`src/hw/msadc_pkg.sv`:
```
// constants and state codes for the multislope converter sequencer
package msadc_pkg;
  // ********************
  // timing
  // ********************
  localparam int  CLK_NS   = 10;
  localparam real TICK_US  = 1.6;
  localparam int  TICK_CYC = $rtoi(TICK_US * 1000.0 / CLK_NS + 0.5);
  localparam real OVH_US   = 1.333;
  localparam int  OVH_CYC  = $rtoi($floor(OVH_US * 1000.0 / CLK_NS));
  localparam real SMP_US   = 51.2;
  localparam int  IVL_NORM = $rtoi(SMP_US / TICK_US + 0.5);
  // ********************
  // phase lengths in counts, accumulator width and step weights
  // ********************
  localparam int AZ_CNT    = 125;
  localparam int INT_CNT   = 307;
  localparam int D1_CNT    = 64;
  localparam int D2_CNT    = 24;
  localparam int IVL_FIRST = 16;
  localparam int IVL_LAST  = 35;
  localparam int IVL_NUM   = 8;
  localparam int ACC_W     = 20;
  localparam int CRS_STEP  = 16;
  localparam int FINE_STEP = 1;
  // ********************
  // sequencer states
  // ********************
  typedef enum logic [10:0] {
    ST_IDLE = 11'h001, ST_AZ  = 11'h002, ST_INT = 11'h004, ST_D1P = 11'h008,
    ST_D1H  = 11'h010, ST_D1N = 11'h020, ST_D1G = 11'h040, ST_D1R = 11'h080,
    ST_D1F  = 11'h100, ST_D2  = 11'h200, ST_OVH = 11'h400
  } msadc_state_t;
endpackage : msadc_pkg

```
`src/hw/msadc_seq.sv`:
```
// multislope converter sequencer: phase timing, switch drive, counts, serial readout
// Notes on behaviour
// - idle autozero keeps all references and input off
// - autozero 125 counts, integrate 307, then deintegrate
// - integrate: input on, autozero and fine off
// - comparator sampled each interval start, 51.2 us
// - positive and negative never on together
// - interval start: references off one count
// - then one balancing pulse keeps pulse totals equal
// - rest of interval: comparator-picked reference
// - intervals 16, eight of 32, last 35
// - separate positive and negative on-time counters
// - integrate ends off; deintegrate1 starts positive
// - deintegrate1 holds once comparator goes low
// - after hold, negative until comparator low
// - one-count hold, positive until comparator high
// - references off until 64 counts elapsed
// - fine reference credited at one sixteenth weight
// - comparator low turns the deintegrate2 fine reference off
// - deintegrate2 always lasts 24 counts
// - fixed 133-clock (1.33 us) overhead ends each cycle
// - two 20-bit totals delivered during autozero
// - three-line serial link: clock, transmit, receive
`timescale 1ns/10ps
module msadc_seq #(
  parameter int ACC_W = msadc_pkg::ACC_W
) (
  input  wire logic sys_clk,
  input  wire logic reset_n,
  input  wire logic conv_trigger_n,
  input  wire logic zero_cross_detect,
  input  wire logic serial_bus_clock,
  input  wire logic serial_bus_rx,
  output logic      serial_bus_tx,
  output logic      pos_ref_switch,
  output logic      neg_ref_switch,
  output logic      fine_ref_switch,
  output logic      input_connect,
  output logic      autozero_ctl,
  output logic      result_ready
);
  localparam int SH_W = 2 * ACC_W;

  // length of integrate interval by index
  function automatic logic [5:0] ivl_len(input logic [3:0] idx);
    if (idx == 4'h0) return 6'(msadc_pkg::IVL_FIRST);
    if (idx == 4'(msadc_pkg::IVL_NUM + 1)) return 6'(msadc_pkg::IVL_LAST);
    return 6'(msadc_pkg::IVL_NORM);
  endfunction : ivl_len

  // ********************
  // input synchronisers
  // ********************
  logic [3:0] s1_reg;
  logic [3:0] s2_reg;
  logic       sck_d_reg;
  logic       trg_d_reg;
  // two flops per pin: trigger, comparator, serial clock, serial receive
  always_ff @(posedge sys_clk or negedge reset_n) begin
    if (!reset_n) begin
      s1_reg    <= 4'hF;
      s2_reg    <= 4'hF;
      sck_d_reg <= 1'b1;
      trg_d_reg <= 1'b1;
    end else begin
      s1_reg    <= {conv_trigger_n, zero_cross_detect, serial_bus_clock, serial_bus_rx};
      s2_reg    <= s1_reg;
      sck_d_reg <= s2_reg[1];
      trg_d_reg <= s2_reg[3];
    end
  end
  logic trg_s, cmp_s, sck_s, rx_s;
  assign {trg_s, cmp_s, sck_s, rx_s} = s2_reg;

  // ********************
  // sequencer state
  // ********************
  msadc_pkg::msadc_state_t state_reg, state_next;
  logic [7:0]       div_reg, div_next;
  logic [8:0]       cnt_reg, cnt_next;
  logic [3:0]       ivl_reg, ivl_next;
  logic [5:0]       pin_reg, pin_next;
  logic             pick_reg, pick_next;
  logic signed [5:0] bal_reg, bal_next;
  logic             pos_reg, pos_next;
  logic             neg_reg, neg_next;
  logic             fine_reg, fine_next;
  logic             inp_reg, inp_next;
  logic             az_reg, az_next;
  logic [ACC_W-1:0] pacc_reg, pacc_next;
  logic [ACC_W-1:0] nacc_reg, nacc_next;
  logic [7:0]       ovh_reg, ovh_next;
  logic [SH_W-1:0]  sh_reg, sh_next;
  logic             tx_reg, tx_next;
  logic             rdy_reg, rdy_next;
  logic             tick, in_d1, bal_pos;

  assign tick = (div_reg == 8'(msadc_pkg::TICK_CYC - 1));
  assign in_d1 = state_reg inside {msadc_pkg::ST_D1P, msadc_pkg::ST_D1H, msadc_pkg::ST_D1N,
                                   msadc_pkg::ST_D1G, msadc_pkg::ST_D1R, msadc_pkg::ST_D1F};
  // balancing polarity: behind on positive pulses, or tie goes against the pick
  assign bal_pos = (bal_reg < 0) || ((bal_reg == 0) && !pick_reg);

  // next-state, switch and counter logic
  always_comb begin
    state_next = state_reg;
    cnt_next   = cnt_reg;
    ivl_next   = ivl_reg;
    pin_next   = pin_reg;
    pick_next  = pick_reg;
    bal_next   = bal_reg;
    pos_next   = pos_reg;
    neg_next   = neg_reg;
    fine_next  = fine_reg;
    inp_next   = inp_reg;
    az_next    = az_reg;
    pacc_next  = pacc_reg;
    nacc_next  = nacc_reg;
    ovh_next   = ovh_reg;
    sh_next    = sh_reg;
    rdy_next   = rdy_reg;
    div_next   = (state_reg inside {msadc_pkg::ST_IDLE, msadc_pkg::ST_OVH} || tick)
                 ? 8'h00 : div_reg + 8'h01;
    // on-time accumulation for the count just ending
    if (tick) begin
      if (pos_reg) pacc_next = pacc_reg + ACC_W'(msadc_pkg::CRS_STEP);
      if (neg_reg) nacc_next = nacc_reg + ACC_W'(msadc_pkg::CRS_STEP);
      if (fine_reg) nacc_next = nacc_reg + ACC_W'(msadc_pkg::FINE_STEP);
      cnt_next = cnt_reg + 9'h001;
    end
    unique case (state_reg)
      msadc_pkg::ST_IDLE: begin
        {pos_next, neg_next, fine_next, inp_next} = 4'h0;
        az_next = 1'b1;
        if (!trg_s && trg_d_reg) begin
          state_next = msadc_pkg::ST_AZ;
          cnt_next   = 9'h000;
          pacc_next  = '0;
          nacc_next  = '0;
          rdy_next   = 1'b0;
        end
      end
      msadc_pkg::ST_AZ: begin
        if (tick && cnt_reg == 9'(msadc_pkg::AZ_CNT - 1)) begin
          state_next = msadc_pkg::ST_INT;
          cnt_next   = 9'h000;
          ivl_next   = 4'h0;
          pin_next   = 6'h00;
          bal_next   = '0;
          pick_next  = cmp_s;
          az_next    = 1'b0;
          inp_next   = 1'b1;
        end
      end
      msadc_pkg::ST_INT: begin
        if (tick) begin
          pin_next = pin_reg + 6'h01;
          if (cnt_reg == 9'(msadc_pkg::INT_CNT - 1)) begin
            state_next = msadc_pkg::ST_D1P;
            cnt_next   = 9'h000;
            inp_next   = 1'b0;
            pos_next   = 1'b1;
          end else if (cnt_reg == 9'(msadc_pkg::INT_CNT - 2)) begin
            {pos_next, neg_next} = 2'b00;
          end else if (pin_reg == ivl_len(ivl_reg) - 6'h01) begin
            ivl_next  = ivl_reg + 4'h1;
            pin_next  = 6'h00;
            pick_next = cmp_s;
            {pos_next, neg_next} = 2'b00;
          end else if (pin_reg == 6'h00) begin
            pos_next = bal_pos;
            neg_next = !bal_pos;
            bal_next = bal_pos ? bal_reg + 6'sd1 : bal_reg - 6'sd1;
          end else if (pin_reg == 6'h01) begin
            pos_next = pick_reg;
            neg_next = !pick_reg;
            bal_next = pick_reg ? bal_reg + 6'sd1 : bal_reg - 6'sd1;
          end
        end
      end
      msadc_pkg::ST_D1P: begin
        if (tick && !cmp_s) begin
          state_next = msadc_pkg::ST_D1H;
          pos_next   = 1'b0;
        end
      end
      msadc_pkg::ST_D1H: begin
        if (tick) begin
          state_next = msadc_pkg::ST_D1N;
          neg_next   = 1'b1;
        end
      end
      msadc_pkg::ST_D1N: begin
        if (tick && !cmp_s) begin
          state_next = msadc_pkg::ST_D1G;
          neg_next   = 1'b0;
        end
      end
      msadc_pkg::ST_D1G: begin
        if (tick) begin
          state_next = msadc_pkg::ST_D1R;
          pos_next   = 1'b1;
        end
      end
      msadc_pkg::ST_D1R: begin
        if (tick && cmp_s) begin
          state_next = msadc_pkg::ST_D1F;
          pos_next   = 1'b0;
        end
      end
      msadc_pkg::ST_D1F: {pos_next, neg_next} = 2'b00;
      msadc_pkg::ST_D2: begin
        if (tick && !cmp_s) fine_next = 1'b0;
        if (tick && cnt_reg == 9'(msadc_pkg::D2_CNT - 1)) begin
          state_next = msadc_pkg::ST_OVH;
          fine_next  = 1'b0;
          ovh_next   = 8'h00;
        end
      end
      msadc_pkg::ST_OVH: begin
        ovh_next = ovh_reg + 8'h01;
        if (ovh_reg == 8'(msadc_pkg::OVH_CYC - 1)) begin
          state_next = msadc_pkg::ST_IDLE;
          az_next    = 1'b1;
          rdy_next   = 1'b1;
        end
      end
      default: state_next = msadc_pkg::ST_IDLE; // illegal code falls back to idle
    endcase
    // deintegrate1 ends at a fixed total, whatever sub-step is running
    if (in_d1 && tick && cnt_reg == 9'(msadc_pkg::D1_CNT - 1)) begin
      state_next = msadc_pkg::ST_D2;
      cnt_next   = 9'h000;
      {pos_next, neg_next} = 2'b00;
      fine_next  = 1'b1;
    end
    // result shifts out msb first on each serial clock rise, receive fills in
    if (state_reg == msadc_pkg::ST_OVH && ovh_reg == 8'(msadc_pkg::OVH_CYC - 1)) begin
      sh_next = {pacc_reg, nacc_reg};
    end else if (sck_s && !sck_d_reg) begin
      sh_next = {sh_reg[SH_W-2:0], rx_s};
    end
    tx_next = sh_next[SH_W-1];
  end

  // state registers
  always_ff @(posedge sys_clk or negedge reset_n) begin
    if (!reset_n) begin
      state_reg <= msadc_pkg::ST_IDLE;
      div_reg   <= 8'h00;
      cnt_reg   <= 9'h000;
      ivl_reg   <= 4'h0;
      pin_reg   <= 6'h00;
      pick_reg  <= 1'b0;
      bal_reg   <= '0;
      pos_reg   <= 1'b0;
      neg_reg   <= 1'b0;
      fine_reg  <= 1'b0;
      inp_reg   <= 1'b0;
      az_reg    <= 1'b1;
      pacc_reg  <= '0;
      nacc_reg  <= '0;
      ovh_reg   <= 8'h00;
      sh_reg    <= '0;
      tx_reg    <= 1'b0;
      rdy_reg   <= 1'b0;
    end else begin
      state_reg <= state_next;
      div_reg   <= div_next;
      cnt_reg   <= cnt_next;
      ivl_reg   <= ivl_next;
      pin_reg   <= pin_next;
      pick_reg  <= pick_next;
      bal_reg   <= bal_next;
      pos_reg   <= pos_next;
      neg_reg   <= neg_next;
      fine_reg  <= fine_next;
      inp_reg   <= inp_next;
      az_reg    <= az_next;
      pacc_reg  <= pacc_next;
      nacc_reg  <= nacc_next;
      ovh_reg   <= ovh_next;
      sh_reg    <= sh_next;
      tx_reg    <= tx_next;
      rdy_reg   <= rdy_next;
    end
  end

  // outputs straight from flops
  assign pos_ref_switch  = pos_reg;
  assign neg_ref_switch  = neg_reg;
  assign fine_ref_switch = fine_reg;
  assign input_connect   = inp_reg;
  assign autozero_ctl    = az_reg;
  assign serial_bus_tx   = tx_reg;
  assign result_ready    = rdy_reg;
endmodule : msadc_seq

```
`config.mk`:
```
export PLATFORM = sky130hd
export DESIGN_NAME = msadc_seq
export DESIGN_NICKNAME = d
export VERILOG_FILES = /design/src/hw/msadc_pkg.sv /design/src/hw/msadc_seq.sv
export SDC_FILE = /design/constraint.sdc
export NUM_CORES = 1
export LEC_CHECK = 0
export BUFFER_PORTS_ARGS = -buffer_cell sky130_fd_sc_hd__buf_2
export CAP_MARGIN = 0
export CORE_MARGIN = 5
export CORE_UTILIZATION = 24
export CTS_BUF_LIST = sky130_fd_sc_hd__clkbuf_8
export DETAILED_ROUTE_END_ITERATION = 7
export PLACE_DENSITY = 0.49
export SYNTH_ARGS = -nofsm -noshare
export SYNTH_HDL_FRONTEND = slang
export SYNTH_SLANG_ARGS = --single-unit
```
`constraint.sdc`:
```
create_clock -name sys_clk -period 4.2 [get_ports sys_clk]
set_input_delay 0.42 -clock sys_clk [delete_from_list [all_inputs] [get_ports sys_clk]]
set_output_delay 0.42 -clock sys_clk [all_outputs]
set_load 0.005 [all_outputs]
```
### Word-level counts from Yosys, hierarchy flattened

Index checks and enable logic that the tools add are counted.

| word-level totals | value |
|---|---|
| input port bits | 6 |
| flip-flop bits (word level) | 149 |
| word-level logic and storage cells | 235 |
| output and inout bits | 7 |

| operators by class | value |
|---|---|
| reduce and logical (&&, ||, !) cells | 42 |
| magnitude comparators | 1 |
| mux-type cells | 111 |
| equality and inequality tests | 48 |
| add/sub/neg operators | 11 |

Operators with widths:

| kind | number |
|---|---|
| $mux W20 | 9 |
| $mux W11 | 12 |
| $mux W6 | 21 |
| $pmux W11 S11 | 1 |
| $mux W40 | 2 |
| $mux W9 | 6 |
| $mux W1 | 41 |
| $add A20 B5 Y20 const B | 2 |
| $logic_not A32 Y1 | 1 |
| $pmux W9 S3 | 1 |
| $pmux W6 S2 | 2 |
| $ne A3 B3 Y1 const B | 7 |
| $add A20 B1 Y20 const B | 1 |
| $mux W4 | 5 |
| $eq A9 B9 Y1 const B | 2 |
| $ne A2 B2 Y1 const B | 9 |
| $reduce_and A6 Y1 | 3 |
| $add A8 B1 Y8 const B | 2 |
| $eq A8 B8 Y1 const B | 2 |
| $mux W8 | 2 |
| $pmux W8 S2 | 1 |
| $ne A3 B1 Y1 const B | 4 |
| $reduce_and A12 Y1 | 1 |
| $reduce_bool A6 Y1 | 2 |
| 47 further kinds | 74 |

### Logic depth before layout (Yosys ltp)

| logic depth | value |
|---|---|
| word-level depth | 25 |
| mapped depth | 10 |
| depth with buffers taken out | 9 |

### Worst setup path after synthesis

OpenSTA, ideal clock, no wires.

| timing path | value |
|---|---|
| kind | register to register |
| from | register state_reg[5] |
| to | register pick_reg |
| period minus slack after synthesis | 2,189 ps |
| slack | 2,011 ps |
| buffers on the path | 2 |
| arrival | 2,065 ps |
| required time | 4,075 ps |
| setup time | 125 ps |
| stages on the path, launching flop included | 8 |
| cell sequence | dfrtp_1 -> buf_6 -> or4_4 -> nor2_2 -> nand4_1 -> a211oi_2 -> buf_4 -> mux2_2 |

| between the ends | value |
|---|---|
| word-level cells in the longest chain between the ends | 3 |
| elaborated cells on any way between the ends | 10 |
| those cells by class | 7 x eq/ne; 1 x mux; 2 x reduce/logical |

RTL lines:

| what | RTL line | RTL |
|---|---|---|
| start, declared | msadc_seq.sv:78 | `msadc_pkg::msadc_state_t state_reg, state_next;` |
| start signal, assigned | msadc_seq.sv:249 | `state_reg <= msadc_pkg::ST_IDLE;` |
| start signal, assigned | msadc_seq.sv:268 | `state_reg <= state_next;` |
| $eq A11 B3 Y1 / $eq A11 B2 Y1 (equally long branches) | msadc_seq.sv:131 | `unique case (state_reg)` |
| $ne A2 B2 Y1 (no line) / $reduce_bool A2 Y1 (equally long branches) | n/a |  |
| $reduce_and A6 Y1 (no line) | n/a |  |
| end signal, assigned | msadc_seq.sv:273 | `pick_reg <= pick_next;` |
| end, declared | msadc_seq.sv:83 | `logic pick_reg, pick_next;` |

Several ways; a longest one is shown, not always the timed one.
A chain may end at the register's enable or synchronous reset.

### Worst setup path in the final report

| timing path | value |
|---|---|
| from | register state_reg[6] |
| to | register ivl_reg[3] |

| between the ends | value |
|---|---|
| word-level cells in the longest chain between the ends | 3 |
| elaborated cells on any way between the ends | 10 |
| those cells by class | 7 x eq/ne; 1 x mux; 2 x reduce/logical |

RTL lines:

| what | RTL line | RTL |
|---|---|---|
| $eq A11 B3 Y1 / $eq A11 B2 Y1 (equally long branches) | msadc_seq.sv:131 |  |
| $ne A2 B2 Y1 (no line) / $reduce_bool A2 Y1 (equally long branches) | n/a |  |
| $reduce_and A6 Y1 (no line) | n/a |  |
| end signal, assigned | msadc_seq.sv:271 | `ivl_reg <= ivl_next;` |
| end, declared | msadc_seq.sv:81 | `logic [3:0] ivl_reg, ivl_next;` |

Several ways; a longest one is shown, not always the timed one.

==> reports/results.ini <==
[placement]
hpwl_um=11500
place_congestion=0.817
placed_area_um2=8170
dpl_worst_slack_ns=1.28
io_buffers=12
dp.cells=1169

[yosys]
ys_seq_area_frac=0.474
yosys_warnings=0
synth_area_um2=7690
synth_edf_count=0
avgSynthCellArea_um2=9.91
ys_ff_latch=145
yosysUniqueCellTypes=80
synth_top_cell_area_share=0.433
synth_area_leaders=dfrtp_1 43%, mux2i_1 5.6%, nor2_1 4.4%
syn-num-nets=801
synth-async-reset-ratio=1.00
synthCells=776
synth.largest_area_cell=dfrtp_1
synth_top_flop_cell=dfrtp_1

[global_routing]
grt_pass1_wl_um=29300
first_global_vias=5622
antenna_found_initial=0
track_usage=0.0990
grt_max_degree=97
grt.overflow.total=0

[clocking]
cts_hold_buf=0
root_buffer=clkbuf_8
cts_buffer_depth=2
cts_tree=yes
cts.clk_slew.worst_paths_ns=0.09
clock-sinks=145
cts_resized=0
insertion_delay_ns=0.45
post_cts_buffers=0
cts_made_buffers=17
htree_levels=4

[sta]
period_minus_slack_ns=2.96
rsz0062_at_grt=no
layout_setup_ws_ns=1.24
slew-limit-headroom=0.315
finalCritPeriodShare=0.704
fin_skew_ns=0.0193
fmaxAchievable_mhz=338
setup_violations=0
slew_viol_final=0
worstMarginPinSlew_ns=1.03
whs_ns=0.0493
setup_tns_ns=0
finalHoldViolCount=0

[power]
power_density_nw_per_um2=393
peakVddDrop_uv=180
p_leak_uw=0.00371

[drt]
vias_per_cell=4.66
drt-initial-drc-count=341
vias=5600
wl_per_cell_um=14.2
ant_nets=0
wl_um=17000
drc=0
first_pass_iters=5

[setup_path]
ff2ff_path_depth=7
critPathMaxFanout=14
crit_required_ns=4.53
critPathArrivalTime_ns=3.29
crit_type=flop to flop
worstSetupEndpointType=flop
startpoint_type=flop

[floorplanning]
row_count=65
start_util=0.243
core_region_area_um2=31600
die_y_um=189
dieArea_um2=35700
die_x_um=189
pin_count=13

[cells_and_area]
largest_register_ffs=40
fin_cells=1201
syn_to_final_growth_pct=12.4
fin_nets=811
seqCellArea_um2=3640
fill_cells=3316
multiInputGateArea_um2=3830
drive_gt1_frac=0.126
diodes=0
final_area_um2=8650

[hold_path]
worstHoldPathCells=1
hold_class=input port to flop

[job]
cap_viol_max_count=0

[status]
status=complete, no violations

==> layout by cell type, fill, tap and decap left out, drive strengths merged, types with 6 or more instances in the layout <==
cell type  instances
dfrtp            133
nor2              96
nand2             78
o21ai             70
mux2i             43
xor2              39
nand3             39
inv               24
nand4             22
a21oi             20
ha                19
buf               19
clkbuf            18
and3              16
xnor2             16
nor3              13
dfstp             12
and4              11
and2               7
or3                7
nor4               7
o31ai              6
bufinv             6
o211ai             6
==> path summary, 6_finish.rpt <==
path | start | slack, ns | end
worst max register to register | state_reg[6] | 1.24 | ivl_reg[3]
worst min-delay path | zero_cross_detect | 0.05 | s1_reg[2]
worst min register to register | s1_reg[2] | 0.36 | s2_reg[2]
worst max-delay path | state_reg[6] | 1.24 | ivl_reg[3]
max in group asynchronous | reset_n | 3.11 | s2_reg[3]
min in group asynchronous | reset_n | 0.07 | ovh_reg[0]
==> cells in the mapped netlist, drive strengths merged, types with 13 or more instances <==
master and n:
nand3 39, nor3 13, o21ai 70, nand4 22, nand2 78, nor2 96, xor2 39, and3 16
xnor2 16, dfrtp 133, buf 17, ha 19, inv 20, mux2i 43, a21oi 20
==> report_power, final <==
part	internal [µW]	switching [µW]	total, µW
Clock	783	564	1350
Combinational	161	306	467
Sequential	1500	79.7	1580
Total	2450	949	3400
==> through the flow <==
step	util	power, µW
after CTS	0.273	3460
after global placement	0.258	2080
after detailed placement	0.258	2080
final	0.273	3400
after global routing	0.273	3580
after floorplan	-	1940
==> area by class of cell <==
cell class                 count  area share
clock inverter                14      0.0272
sequential                   145       0.421
tap                          402      0.0582
multi-input combinational    583       0.442
clock buffer                  18      0.0286
timing repair buffer          19      0.0137
inverter                      20     0.00868
==> metal layers <==
| metal | share of wire | track usage |
|---|---|---|
| met1 | 0.49 | 0.135 |
| met2 | 0.46 | 0.158 |
| met3 | 0.030 | 0.0232 |
| met4 | 0.015 | 0.0261 |
| met5 | 0 | 0 |
==> critical path, stage by stage, from the launching register on <==
cell and delay [ns]:
dfrtp_1 0.60, nor4_2 0.48, and4_1 0.54, o2111ai_1 0.20
a211oi_2 0.60, nand4_1 0.19, xor2_1 0.16, nor2_1 0.05
==> cells by family (layout without fill, tap and decap cells) <==
kind of cell    Yosys count  in the layout  synth area share
flops                   145            145             0.474
xor+xnor                 55             55            0.0626
compound gates          139            139             0.116
mux                      45             45            0.0589
buf+inv                  48             71            0.0301
simple gates            325            325             0.228
fa+ha+maj                19             19            0.0309
Power figures use the tool's default switching activity.
